**src/core/fifo_port_pkg.sv**
```systemverilog
// Purpose: Shared constants for the asynchronous byte FIFO port.
// Assumes: One 40 MHz clock; strobe pins already synchronous to it.
// Notes: Constants only; no logic.
package fifo_port_pkg;

  // ==========================================================
  // Clock and widths
  localparam int CLOCK_HZ = 40_000_000;
  localparam int CLOCK_PERIOD_NS = 25;
  localparam int DATA_W = 8;
  localparam int FIFO_DEPTH = 4;

  // ==========================================================
  // Strobe inputs, one edge detector each
  localparam int STROBE_COUNT = 3;
  localparam int STROBE_READ = 0;
  localparam int STROBE_WRITE = 1;
  localparam int STROBE_WAKE = 2;
  localparam logic [STROBE_COUNT-1:0] STROBE_IDLE = 3'h7;

  // ==========================================================
  // Reset values of the pins
  localparam logic [DATA_W-1:0] DATA_RESET = 8'h00;
  localparam logic FLAG_INACTIVE = 1'h1;
  localparam logic DRIVE_OFF = 1'h0;
  localparam logic DRIVE_ON = 1'h1;

endpackage

```
**src/core/async_byte_fifo_port.sv**
```systemverilog
// Purpose: Asynchronous byte FIFO port of one channel, device end.
// Assumes: Strobes and data are synchronous to clock_i.
// Notes: Receive and transmit each pass through a 4-word FIFO.
`timescale 1ns/1ps
`default_nettype none
module async_byte_fifo_port
  import fifo_port_pkg::*;
#(
  parameter int DEPTH = FIFO_DEPTH
) (
  // Clock and reset
  input wire logic clock_i,
  input wire logic reset_n_i,
  // Configuration straps
  input wire logic mode_enable_i,
  input wire logic remote_wakeup_enable_i,
  input wire logic usb_configured_n_i,
  // Parallel port strobes
  input wire logic read_strobe_n_i,
  input wire logic write_strobe_n_i,
  input wire logic send_now_wakeup_n_i,
  // Parallel port data bus, split in three
  input wire logic [DATA_W-1:0] chan_data_bus_i,
  output logic [DATA_W-1:0] chan_data_bus_o,
  output logic chan_data_bus_oe_o,
  // Parallel port flags, each with its enable
  output logic rx_data_available_n_o,
  output logic rx_data_available_n_oe_o,
  output logic tx_space_available_n_o,
  output logic tx_space_available_n_oe_o,
  // USB side, received bytes in
  input wire logic usb_rx_valid_i,
  output logic usb_rx_ready_o,
  input wire logic [DATA_W-1:0] usb_rx_data_i,
  // USB side, transmit bytes out
  output logic usb_tx_valid_o,
  input wire logic usb_tx_ready_i,
  output logic [DATA_W-1:0] usb_tx_data_o,
  // USB side, wake strobe actions
  output logic send_now_o,
  output logic resume_request_o
);

  if (DEPTH < 2 || (DEPTH & (DEPTH - 1)) != 0) begin : g_bad_depth
    $error("async_byte_fifo_port DEPTH must be a power of two, at least 2");
  end

  // ==========================================================
  // Strobe edge detection
  logic [STROBE_COUNT-1:0] strobe_level;
  logic [STROBE_COUNT-1:0] strobe_fell;
  logic [STROBE_COUNT-1:0] strobe_rose;

  assign strobe_level = {send_now_wakeup_n_i, write_strobe_n_i, read_strobe_n_i};

  for (genvar i = 0; i < STROBE_COUNT; i++) begin : g_strobe
    strobe_edge u_edge (
      .clock_i(clock_i),
      .reset_n_i(reset_n_i),
      .strobe_n_i(strobe_level[i]),
      .fell_o(strobe_fell[i]),
      .rose_o(strobe_rose[i])
    );
  end

  // ==========================================================
  // Port state
  typedef struct packed {
    logic [DATA_W-1:0] data_out;
    logic data_oe;
    logic rxf_n;
    logic rxf_oe;
    logic txe_n;
    logic txe_oe;
    logic rd_had_byte;
    logic rx_hold;
    logic send_now;
    logic resume_req;
  } port_state_s;

  localparam port_state_s STATE_RESET = '{
    data_out: DATA_RESET,
    data_oe: DRIVE_OFF,
    rxf_n: FLAG_INACTIVE,
    rxf_oe: DRIVE_OFF,
    txe_n: FLAG_INACTIVE,
    txe_oe: DRIVE_OFF,
    rd_had_byte: 1'h0,
    rx_hold: 1'h0,
    send_now: 1'h0,
    resume_req: 1'h0
  };

  port_state_s st;
  port_state_s next_st;

  // ==========================================================
  // Receive and transmit FIFOs
  logic rx_head_valid;
  logic [DATA_W-1:0] rx_head_data;
  logic rx_pop;
  logic tx_in_ready;
  logic tx_push;
  logic rd_fall;
  logic rd_rise;
  logic wr_fall;
  logic wake_fall;

  assign rd_fall = mode_enable_i && strobe_fell[STROBE_READ];
  assign rd_rise = mode_enable_i && strobe_rose[STROBE_READ];
  assign wr_fall = mode_enable_i && strobe_fell[STROBE_WRITE];
  assign wake_fall = mode_enable_i && strobe_fell[STROBE_WAKE];

  // Pop only a byte that was really shown; a refused read pops nothing
  assign rx_pop = rd_rise && st.rd_had_byte;
  // A write with no room is dropped; the partner must watch the flag
  assign tx_push = wr_fall && tx_in_ready;

  byte_fifo #(
    .WIDTH(DATA_W),
    .DEPTH(DEPTH)
  ) u_rx_fifo (
    .clock_i(clock_i),
    .reset_n_i(reset_n_i),
    .in_valid_i(usb_rx_valid_i),
    .in_ready_o(usb_rx_ready_o),
    .in_data_i(usb_rx_data_i),
    .out_valid_o(rx_head_valid),
    .out_ready_i(rx_pop),
    .out_data_o(rx_head_data)
  );

  byte_fifo #(
    .WIDTH(DATA_W),
    .DEPTH(DEPTH)
  ) u_tx_fifo (
    .clock_i(clock_i),
    .reset_n_i(reset_n_i),
    .in_valid_i(tx_push),
    .in_ready_o(tx_in_ready),
    .in_data_i(chan_data_bus_i),
    .out_valid_o(usb_tx_valid_o),
    .out_ready_i(usb_tx_ready_i),
    .out_data_o(usb_tx_data_o)
  );

  // ==========================================================
  // Next-state logic
  always_comb begin
    next_st = st;
    next_st.send_now = 1'b0;
    next_st.resume_req = 1'b0;
    next_st.rx_hold = 1'b0;
    // Flags are driven whenever out of reset and the mode is selected
    next_st.rxf_oe = mode_enable_i;
    next_st.txe_oe = mode_enable_i;
    // Bus turns to output only for the length of the read strobe
    next_st.data_oe = mode_enable_i && !read_strobe_n_i;
    if (rd_fall) begin
      next_st.rd_had_byte = rx_head_valid;
      if (rx_head_valid) begin
        next_st.data_out = rx_head_data;
      end
    end
    if (rd_rise) begin
      next_st.rd_had_byte = 1'b0;
    end
    // Hold the flag high one extra cycle so the popped head can settle
    if (rd_rise) begin
      next_st.rxf_n = FLAG_INACTIVE;
      next_st.rx_hold = 1'b1;
    end else if (st.rx_hold || !mode_enable_i) begin
      next_st.rxf_n = FLAG_INACTIVE;
    end else if (read_strobe_n_i) begin
      next_st.rxf_n = !rx_head_valid;
    end
    // A push may fill the last slot, so raise the flag at once
    if (tx_push || !mode_enable_i) begin
      next_st.txe_n = FLAG_INACTIVE;
    end else begin
      next_st.txe_n = !tx_in_ready;
    end
    if (wake_fall) begin
      if (!usb_configured_n_i) begin
        next_st.send_now = 1'b1;
      end else if (remote_wakeup_enable_i) begin
        next_st.resume_req = 1'b1;
      end
    end
  end

  always_ff @(posedge clock_i or negedge reset_n_i) begin
    if (!reset_n_i) begin
      st <= STATE_RESET;
    end else begin
      st <= next_st;
    end
  end

  // ==========================================================
  // Outputs, all from flip-flops
  assign chan_data_bus_o = st.data_out;
  assign chan_data_bus_oe_o = st.data_oe;
  assign rx_data_available_n_o = st.rxf_n;
  assign rx_data_available_n_oe_o = st.rxf_oe;
  assign tx_space_available_n_o = st.txe_n;
  assign tx_space_available_n_oe_o = st.txe_oe;
  assign send_now_o = st.send_now;
  assign resume_request_o = st.resume_req;
endmodule
`default_nettype wire

```
**src/core/byte_fifo.sv**
```systemverilog
// Purpose: Small synchronous FIFO with valid/ready on both sides.
// Assumes: Single clock, asynchronous active-low reset.
// Notes: DEPTH must be a power of two, at least 2.
`timescale 1ns/1ps
`default_nettype none
module byte_fifo
  import fifo_port_pkg::*;
#(
  parameter int WIDTH = DATA_W,
  parameter int DEPTH = FIFO_DEPTH
) (
  // Clock and reset
  input wire logic clock_i,
  input wire logic reset_n_i,
  // Fill side
  input wire logic in_valid_i,
  output logic in_ready_o,
  input wire logic [WIDTH-1:0] in_data_i,
  // Drain side
  output logic out_valid_o,
  input wire logic out_ready_i,
  output logic [WIDTH-1:0] out_data_o
);

  localparam int PTR_W = $clog2(DEPTH);

  if (DEPTH < 2 || (DEPTH & (DEPTH - 1)) != 0) begin : g_bad_depth
    $error("byte_fifo DEPTH must be a power of two, at least 2");
  end
  if (WIDTH < 1) begin : g_bad_width
    $error("byte_fifo WIDTH must be positive");
  end

  typedef struct packed {
    logic [DEPTH-1:0][WIDTH-1:0] mem;
    logic [PTR_W-1:0] wr_ptr;
    logic [PTR_W-1:0] rd_ptr;
    logic [PTR_W:0] count;
  } fifo_state_s;

  fifo_state_s st;
  fifo_state_s next_st;
  logic push;
  logic pop;

  // Honest flags straight from the occupancy count
  assign in_ready_o = (st.count != (PTR_W + 1)'(DEPTH));
  assign out_valid_o = (st.count != '0);
  assign out_data_o = st.mem[st.rd_ptr];
  assign push = in_valid_i && in_ready_o;
  assign pop = out_ready_i && out_valid_o;

  always_comb begin
    next_st = st;
    if (push) begin
      next_st.mem[st.wr_ptr] = in_data_i;
      next_st.wr_ptr = st.wr_ptr + 1'b1;
    end
    if (pop) begin
      next_st.rd_ptr = st.rd_ptr + 1'b1;
    end
    if (push && !pop) begin
      next_st.count = st.count + 1'b1;
    end else if (pop && !push) begin
      next_st.count = st.count - 1'b1;
    end
  end

  always_ff @(posedge clock_i or negedge reset_n_i) begin
    if (!reset_n_i) begin
      st <= '0;
    end else begin
      st <= next_st;
    end
  end

endmodule
`default_nettype wire

```
**src/core/strobe_edge.sv**
```systemverilog
// Purpose: Falling and rising edge detect on one synchronous strobe.
// Assumes: Strobe is idle high and already synchronous to clock_i.
// Notes: Edges are reported in the cycle the new level is sampled.
`timescale 1ns/1ps
`default_nettype none
module strobe_edge (
  // Clock and reset
  input wire logic clock_i,
  input wire logic reset_n_i,
  // Strobe level and its edges
  input wire logic strobe_n_i,
  output logic fell_o,
  output logic rose_o
);

  typedef struct packed {
    logic last;
  } edge_state_s;

  edge_state_s st;
  edge_state_s next_st;

  assign fell_o = st.last && !strobe_n_i;
  assign rose_o = !st.last && strobe_n_i;

  always_comb begin
    next_st = st;
    next_st.last = strobe_n_i;
  end

  // Idle high at reset, so a strobe held low across reset counts once
  always_ff @(posedge clock_i or negedge reset_n_i) begin
    if (!reset_n_i) begin
      st <= '{last: 1'h1};
    end else begin
      st <= next_st;
    end
  end

endmodule
`default_nettype wire
```
**config.mk**
```make
export PLATFORM = sky130hd
export DESIGN_NAME = async_byte_fifo_port
export DESIGN_NICKNAME = d
export VERILOG_FILES = /design/src/core/fifo_port_pkg.sv /design/src/core/async_byte_fifo_port.sv /design/src/core/byte_fifo.sv /design/src/core/strobe_edge.sv
export SDC_FILE = /design/constraint.sdc
export NUM_CORES = 1
export LEC_CHECK = 0
export ABC_AREA = 1
export BUFFER_PORTS_ARGS = -buffer_cell sky130_fd_sc_hd__buf_4
export CORE_ASPECT_RATIO = 1.2
export CORE_MARGIN = 5
export CORE_UTILIZATION = 30
export CTS_BUF_LIST = sky130_fd_sc_hd__clkbuf_8 sky130_fd_sc_hd__clkbuf_16
export DETAILED_ROUTE_END_ITERATION = 10
export GPL_TIMING_DRIVEN = 0
export SETUP_SLACK_MARGIN = 0.05
export SYNTH_ARGS = -nofsm -noshare
export SYNTH_HDL_FRONTEND = slang
export SYNTH_SLANG_ARGS = --single-unit
```
**constraint.sdc**
```tcl
create_clock -name clock_i -period 6.3 [get_ports clock_i]
set_clock_uncertainty 0.1 [all_clocks]
set_input_delay 0.63 -clock clock_i [delete_from_list [all_inputs] [get_ports clock_i]]
set_output_delay 0.63 -clock clock_i [all_outputs]
set_load 0.005 [all_outputs]
```
==> flow_summary.toml, run 1 <==
[cts]
clockRootBuffer = "clkbuf_16"
path_clk_slew_ns = 0.07
clock_latency_ns = 0.36
cts_setup_buffers = 0
cts_resized = 0
hold_buffers = 0
numCtsBuffers = 9
cts_tree = "done"
cts-htree-levels = 3
max-clock-path-buffers = 2
clock_sinks = 97

[grt]
grt_usage = 0.1288
grt_max_degree = 98
gr-total-overflow = 0
antenna_found_initial = 0
grt_pass1_wl_um = 19730
grt_pass1_vias = 3954

[cells_and_area]
layout-drive-gt1-share = 0.1697
num_antenna_cells = 0
design_area_um2 = 5881
area_delta_synth_final_pct = 20.45
fill_cells = 1695
nets = 693

[critical_path]
crit_required_ns = 5.57
end_kind = "output port"
crit_path_max_fanout = 10
arrival_ns = 1.72
worstSetupPathType = "register to output port"
r2r_slack_ns = 4.06
cp-start-kind = "register"

[power]
p_leak_uw = 0.003120
pwr-share-seq = 0.372
combPwrFrac = 0.412
power_switching_uw = 1101
sw_frac_of_total = 0.3903
p_int_uw = 1719
pwr-share-clk = 0.215
peakVddDrop_uv = 182.3
power_density_nw_per_um2 = 479.5

[timing]
min_period_ns = 2.445
fin_setup_tns_ns = 0
post-route-period-util = 0.3881
hold_viol = 0
tightest_slew_ns = 0.4895
maxSlewHeadroom = 0.6737
rsz0062_at_grt = "false"
max_freq_mhz = 408.9
maxSlewViolCount = 0
timing.final.ws_setup_ns = 3.855
finalSetupViolations = 0

[synth]
synth_edf_count = 0
syn_area_per_cell_um2 = 8.233
synthCells = 593
synth_cell_types = 26
synth_area_leader_cell = "dfrtp_1"
synth_seq_cells = 97
synthTopCellsByArea = "dfrtp_1 (47%), nand2_1 (17%), nand4_1 (8.2%)"
yosysMostFrequentCell = "nand2_1"
synth-async-reset-ratio = 1.000
netlist.area_leader.share = 0.4716
synth-main-ff-cell = "dfrtp_1"
syn_area_um2 = 4882
synth_common_cells = "nand2_1 (221), dfrtp_1 (92), nand4_1 (64)"
yosysSeqAreaShare = 0.4985
syn_nets = 631
ys_warn_count = 0

[placement]
place_hpwl_um = 8460
io_buffers = 49
place.gp.congestion = 0.8047
pre_cts_slack_ns = 3.735
dpl_cell_area_um2 = 5515

[routing]
drcViolationCount = 0
avgRoutedWirePerCell_um = 13.21
routed_wl_um = 11520
viasPerCell = 4.482
firstDrtPassIters = 4
drt.antenna.violating_nets = 0
drtIter0Drc = 221
vias = 3908

[die]
fp.dieH_um = 149.7
io_pins = 51
dieArea_um2 = 18940
row_count = 51
dieWidth_um = 126.5
start_util = 0.3024
fp.coreArea_um2 = 16140

[outcome]
status = "complete, no violations"

[run]
max_cap_viol_count = 0

[hold_path]
min_path_type = "input port to register"
-- per-stage QoR --
stage               total power (µW)  instances  hold WS [ns]    util
detailed placement              2237        854        0.3536  0.3416
global placement                2212        854        0.3496  0.3416
CTS                             2859        870        0.2774  0.3617
global route                    3090        872        0.2801  0.3643
finish                          2820        872        0.2941  0.3643
floorplan                       1833        593        0.2344       -
-- cells in the final DEF (no fill, tap or decap), types with 3 or more instances in the layout --
| master | Yosys | routed |
|---|---|---|
| buf_2 | 17 | 17 |
| buf_4 | 10 | 58 |
| buf_8 | 3 | 3 |
| clkbuf_1 | 8 | 8 |
| clkbuf_16 | 0 | 9 |
| dfrtp_1 | 92 | 92 |
| dfstp_2 | 5 | 5 |
| ha_1 | 10 | 10 |
| inv_1 | 59 | 59 |
| inv_2 | 3 | 3 |
| nand2_1 | 221 | 221 |
| nand3_1 | 32 | 32 |
| nand3_4 | 4 | 4 |
| nand4_1 | 64 | 64 |
| nor2_1 | 20 | 20 |
| o21ai_0 | 19 | 19 |
| o22ai_1 | 8 | 8 |
| xnor2_1 | 3 | 3 |
| xor2_1 | 5 | 5 |
-- flip-flops by register name (all words and copies together), names as in the netlist --
signal,flops
g_strobe.u_edge.st,3
rx_data_available_n_o,1
chan_data_bus_oe_o,1
st,2
u_rx_fifo.st,39
chan_data_bus_o,8
send_now_o,1
tx_space_available_n_oe_o,1
tx_space_available_n_o,1
resume_request_o,1
u_tx_fifo.st,39
-- final cells by class --
class	count	area, µm²	area share
clock buffers	9	225.2	0.03830
flip-flops and latches	97	2434	0.4138
inverters	62	232.7	0.03957
repair buffers	51	409.1	0.06957
plain buffers	40	242.7	0.04128
multi-input cells	394	1973	0.3355
well taps	212	265.3	0.04511
clock inverters	7	98.84	0.01681
-- final timing paths --
path	from	endpoint	cells after the start
worst max register to register	g_strobe[1].u_edge.st	u_tx_fifo.st[2]	10
worst min register to register	st[2]	rx_data_available_n_o	2
min in group asynchronous	reset_n_i	u_tx_fifo.st[0]	2
worst max-delay path	u_tx_fifo.st[3]	usb_tx_data_o[3]	6
worst min-delay path	write_strobe_n_i	g_strobe[1].u_edge.st	1
max in group asynchronous	reset_n_i	st[2]	3
-- cells by family (layout without fill, tap and decap cells) --
logic type,after synthesis,after routing,share of synthesized area
AND/OR/NAND/NOR,346,346,0.3247
XOR/XNOR,8,8,0.01435
adder cells (fa/ha/maj),12,12,0.03383
buffers and inverters,102,169,0.09738
flip-flops,97,97,0.4985
AO/OA/AOI/OAI,28,28,0.03127
-- critical path: stages, from the launching register on --
cell and delay [ns]:
dfrtp_1 0.36, buf_2 0.17, inv_1 0.18, buf_2 0.26, nor2_1 0.06, o22ai_1 0.19
buf_4 0.14
-- routing by layer --
| layer | GRT usage | part of all wire | vias to the layer above |
|---|---|---|---|
| li1 | - | - | 2040 |
| met1 | 0.1633 | 0.46 | 1800 |
| met2 | 0.2190 | 0.48 | 50 |
| met3 | 0.03070 | 0.037 | 18 |
| met4 | 0.03648 | 0.015 | 0 |
| met5 | 0 | 0 | - |
-- power by group through the flow --
| stage | clock network, µW | registers (µW) | logic [µW] |
|---|---|---|---|
| after global routing | 651 | 1090 | 1350 |
| after detailed placement | 0 | 1060 | 1170 |
| final | 608 | 1050 | 1160 |
| after floorplan | 0 | 1020 | 817 |
| after global placement | 0 | 1060 | 1160 |
| after CTS | 627 | 1050 | 1180 |
(Power assumes the default switching activity.)
==> run 2, diff against run 1 <==
==> constraint.sdc (replaced) <==
create_clock -name clock_i -period 2.29 [get_ports clock_i]
set_clock_uncertainty 0.1 [all_clocks]
set_input_delay 0.229 -clock clock_i [delete_from_list [all_inputs] [get_ports clock_i]]
set_output_delay 0.229 -clock clock_i [all_outputs]
set_load 0.005 [all_outputs]
==> run 2 against run 1 <==
Cell area rose by 2.2%. Via count rose by 1.2%. Utilization rose by 0.79 points. Die area did not move. Sequential cell count did not move. Largest cell class unchanged. Highest routed layer unchanged.
==> flow_summary.toml, run 2 (synthesized netlist as in run 1, its figures left out) <==
[placement]
place.gp.congestion = 0.8047
dp_cells = 854
io_buffers = 49
place_hpwl_um = 8460

[die]
io_pins = 51
dieWidth_um = 126.5
dieArea_um2 = 18940
row_count = 51
fp.dieH_um = 149.7
start_util = 0.3024
fp.coreArea_um2 = 16140

[grt]
grt_pass1_wl_um = 19860
gr-total-overflow = 0
grt_usage = 0.1293
antenna_found_initial = 0
grt_pass1_vias = 4006
grt_max_degree = 98

[critical_path]
crit_required_ns = 2.41
reg2reg_to = "u_rx_fifo.st[2]"
r2r-start = "u_rx_fifo.st[0]"
reg2regPathDepth = 11
worstSetupStartpoint = "mode_enable_i"
end_kind = "register"
crit_path_max_fanout = 8
worstSetupPathType = "input port to register"
r2r_slack_ns = 0.24
arrival_ns = 2.19
cp-start-kind = "input port"
cp-endpoint = "u_rx_fifo.st[1]"

[power]
pwr-share-clk = 0.213
peakVddDrop_uv = 548.2
power_switching_uw = 3054
p_leak_uw = 0.003174
pwr-share-seq = 0.368
sw_frac_of_total = 0.3893
combPwrFrac = 0.420
power_density_nw_per_um2 = 1306
p_int_uw = 4792

[timing]
rsz0062_at_grt = "false"
tightest_slew_ns = 0.4924
maxSlewViolCount = 0
maxSlewHeadroom = 0.6718
min_period_ns = 2.066
fin_setup_tns_ns = 0
max_freq_mhz = 484.1
finalSetupViolations = 0
hold_viol = 0
post-route-period-util = 0.9021

[cts]
numCtsBuffers = 9
clock_latency_ns = 0.35
cts_tree = "done"
clock_sinks = 97
cts-htree-levels = 3
max-clock-path-buffers = 2
clockRootBuffer = "clkbuf_16"
path_clk_slew_ns = 0.08

[routing]
vias = 3955
routed_wl_um = 11650
avgRoutedWirePerCell_um = 13.19
firstDrtPassIters = 4
drtIter0Drc = 251
drcViolationCount = 0
viasPerCell = 4.479
drt.antenna.violating_nets = 0

[cells_and_area]
num_antenna_cells = 0
area_delta_synth_final_pct = 23.07
nets = 704
instances_no_fill = 883
layout_common_cells = "nand2_1 (220), dfrtp_1 (92), nand4_1 (64), buf_4 (62), inv_1 (59)"
layout-drive-gt1-share = 0.1833
layout_commonest_cell = "nand2_1"

[hold_path]
whs_path_depth = 3
min_path_type = "input port to register"

[run]
max_cap_viol_count = 0

[outcome]
status = "complete, no violations"
[run 2: stage by stage]
| stage | utilization | cell area (µm²) | hold WS [ns] | power (µW) | setup slack [ns] |
|---|---|---|---|---|---|
| floorplan | - | 4882 | -0.1666 | 5042 | 0.1805 |
| global placement | 0.3416 | 5515 | 0.2475 | 6085 | 0.05843 |
| detailed placement | 0.3416 | 5515 | 0.2477 | 6153 | 0.01759 |
| CTS | 0.3659 | 5907 | 0.04616 | 7875 | 0.06389 |
| global route | 0.3722 | 6008 | 0.05373 | 8593 | 0.05637 |
| finish | 0.3722 | 6008 | 0.05921 | 7846 | 0.2243 |
[run 2: power by group through the flow]
stage,registers (µW),clock network [µW],logic (µW)
6_report,2890,1670,3290
5_1_grt,2990,1790,3810
4_1_cts,2890,1730,3260
3_5_place_dp,2920,0,3230
3_3_place_gp,2910,0,3180
2_1_floorplan,2790,0,2250
[run 2: final cells by class]
| cell class | instances | area [µm²] |
|---|---|---|
| fill | 1690 | 10140 |
| sequential | 97 | 2434 |
| multi-input combinational | 394 | 1993 |
| timing repair buffer | 62 | 506.7 |
| tap | 212 | 265.3 |
| buffer | 40 | 252.7 |
| inverter | 62 | 232.7 |
| clock buffer | 9 | 225.2 |
| clock inverter | 7 | 98.84 |
[run 2: layer usage]
layer	share of wire	track usage	vias up	routed length, µm
met2	0.49	0.2201	70	5692
met4	0.014	0.03648	0	159
li1	-	-	2055	-
met1	0.46	0.1640	1815	5309
met3	0.042	0.03070	15	484
met5	0	0	-	0
[run 2: critical path: stages]
cell           delay, ns
dlygate4sd3_1       0.53
buf_4               0.16
nand3_2             0.13
nor2_2              0.15
nand2_1             0.11
ha_1                0.23
inv_1               0.09
fa_1                0.41
nand2_1             0.07
o21ai_0             0.07
[run 2: worst min path at each step]
stage | end | from
finish | u_rx_fifo.st[38] | usb_rx_data_i[7]
global route | u_tx_fifo.st[12] | chan_data_bus_i[5]
CTS | u_tx_fifo.st[36] | chan_data_bus_i[5]
detailed placement | g_strobe[1].u_edge.st | write_strobe_n_i
global placement | g_strobe[2].u_edge.st | send_now_wakeup_n_i
floorplan | chan_data_bus_o[0] | reset_n_i
[run 2: repair_timing]
item,in CTS,in global routing
buffers inserted,1,4
hold endpoints to repair,6,96
resized for setup,0,10
hold buffers,6,1
endpoints found under the setup margin,1,3
pin swaps,1,1
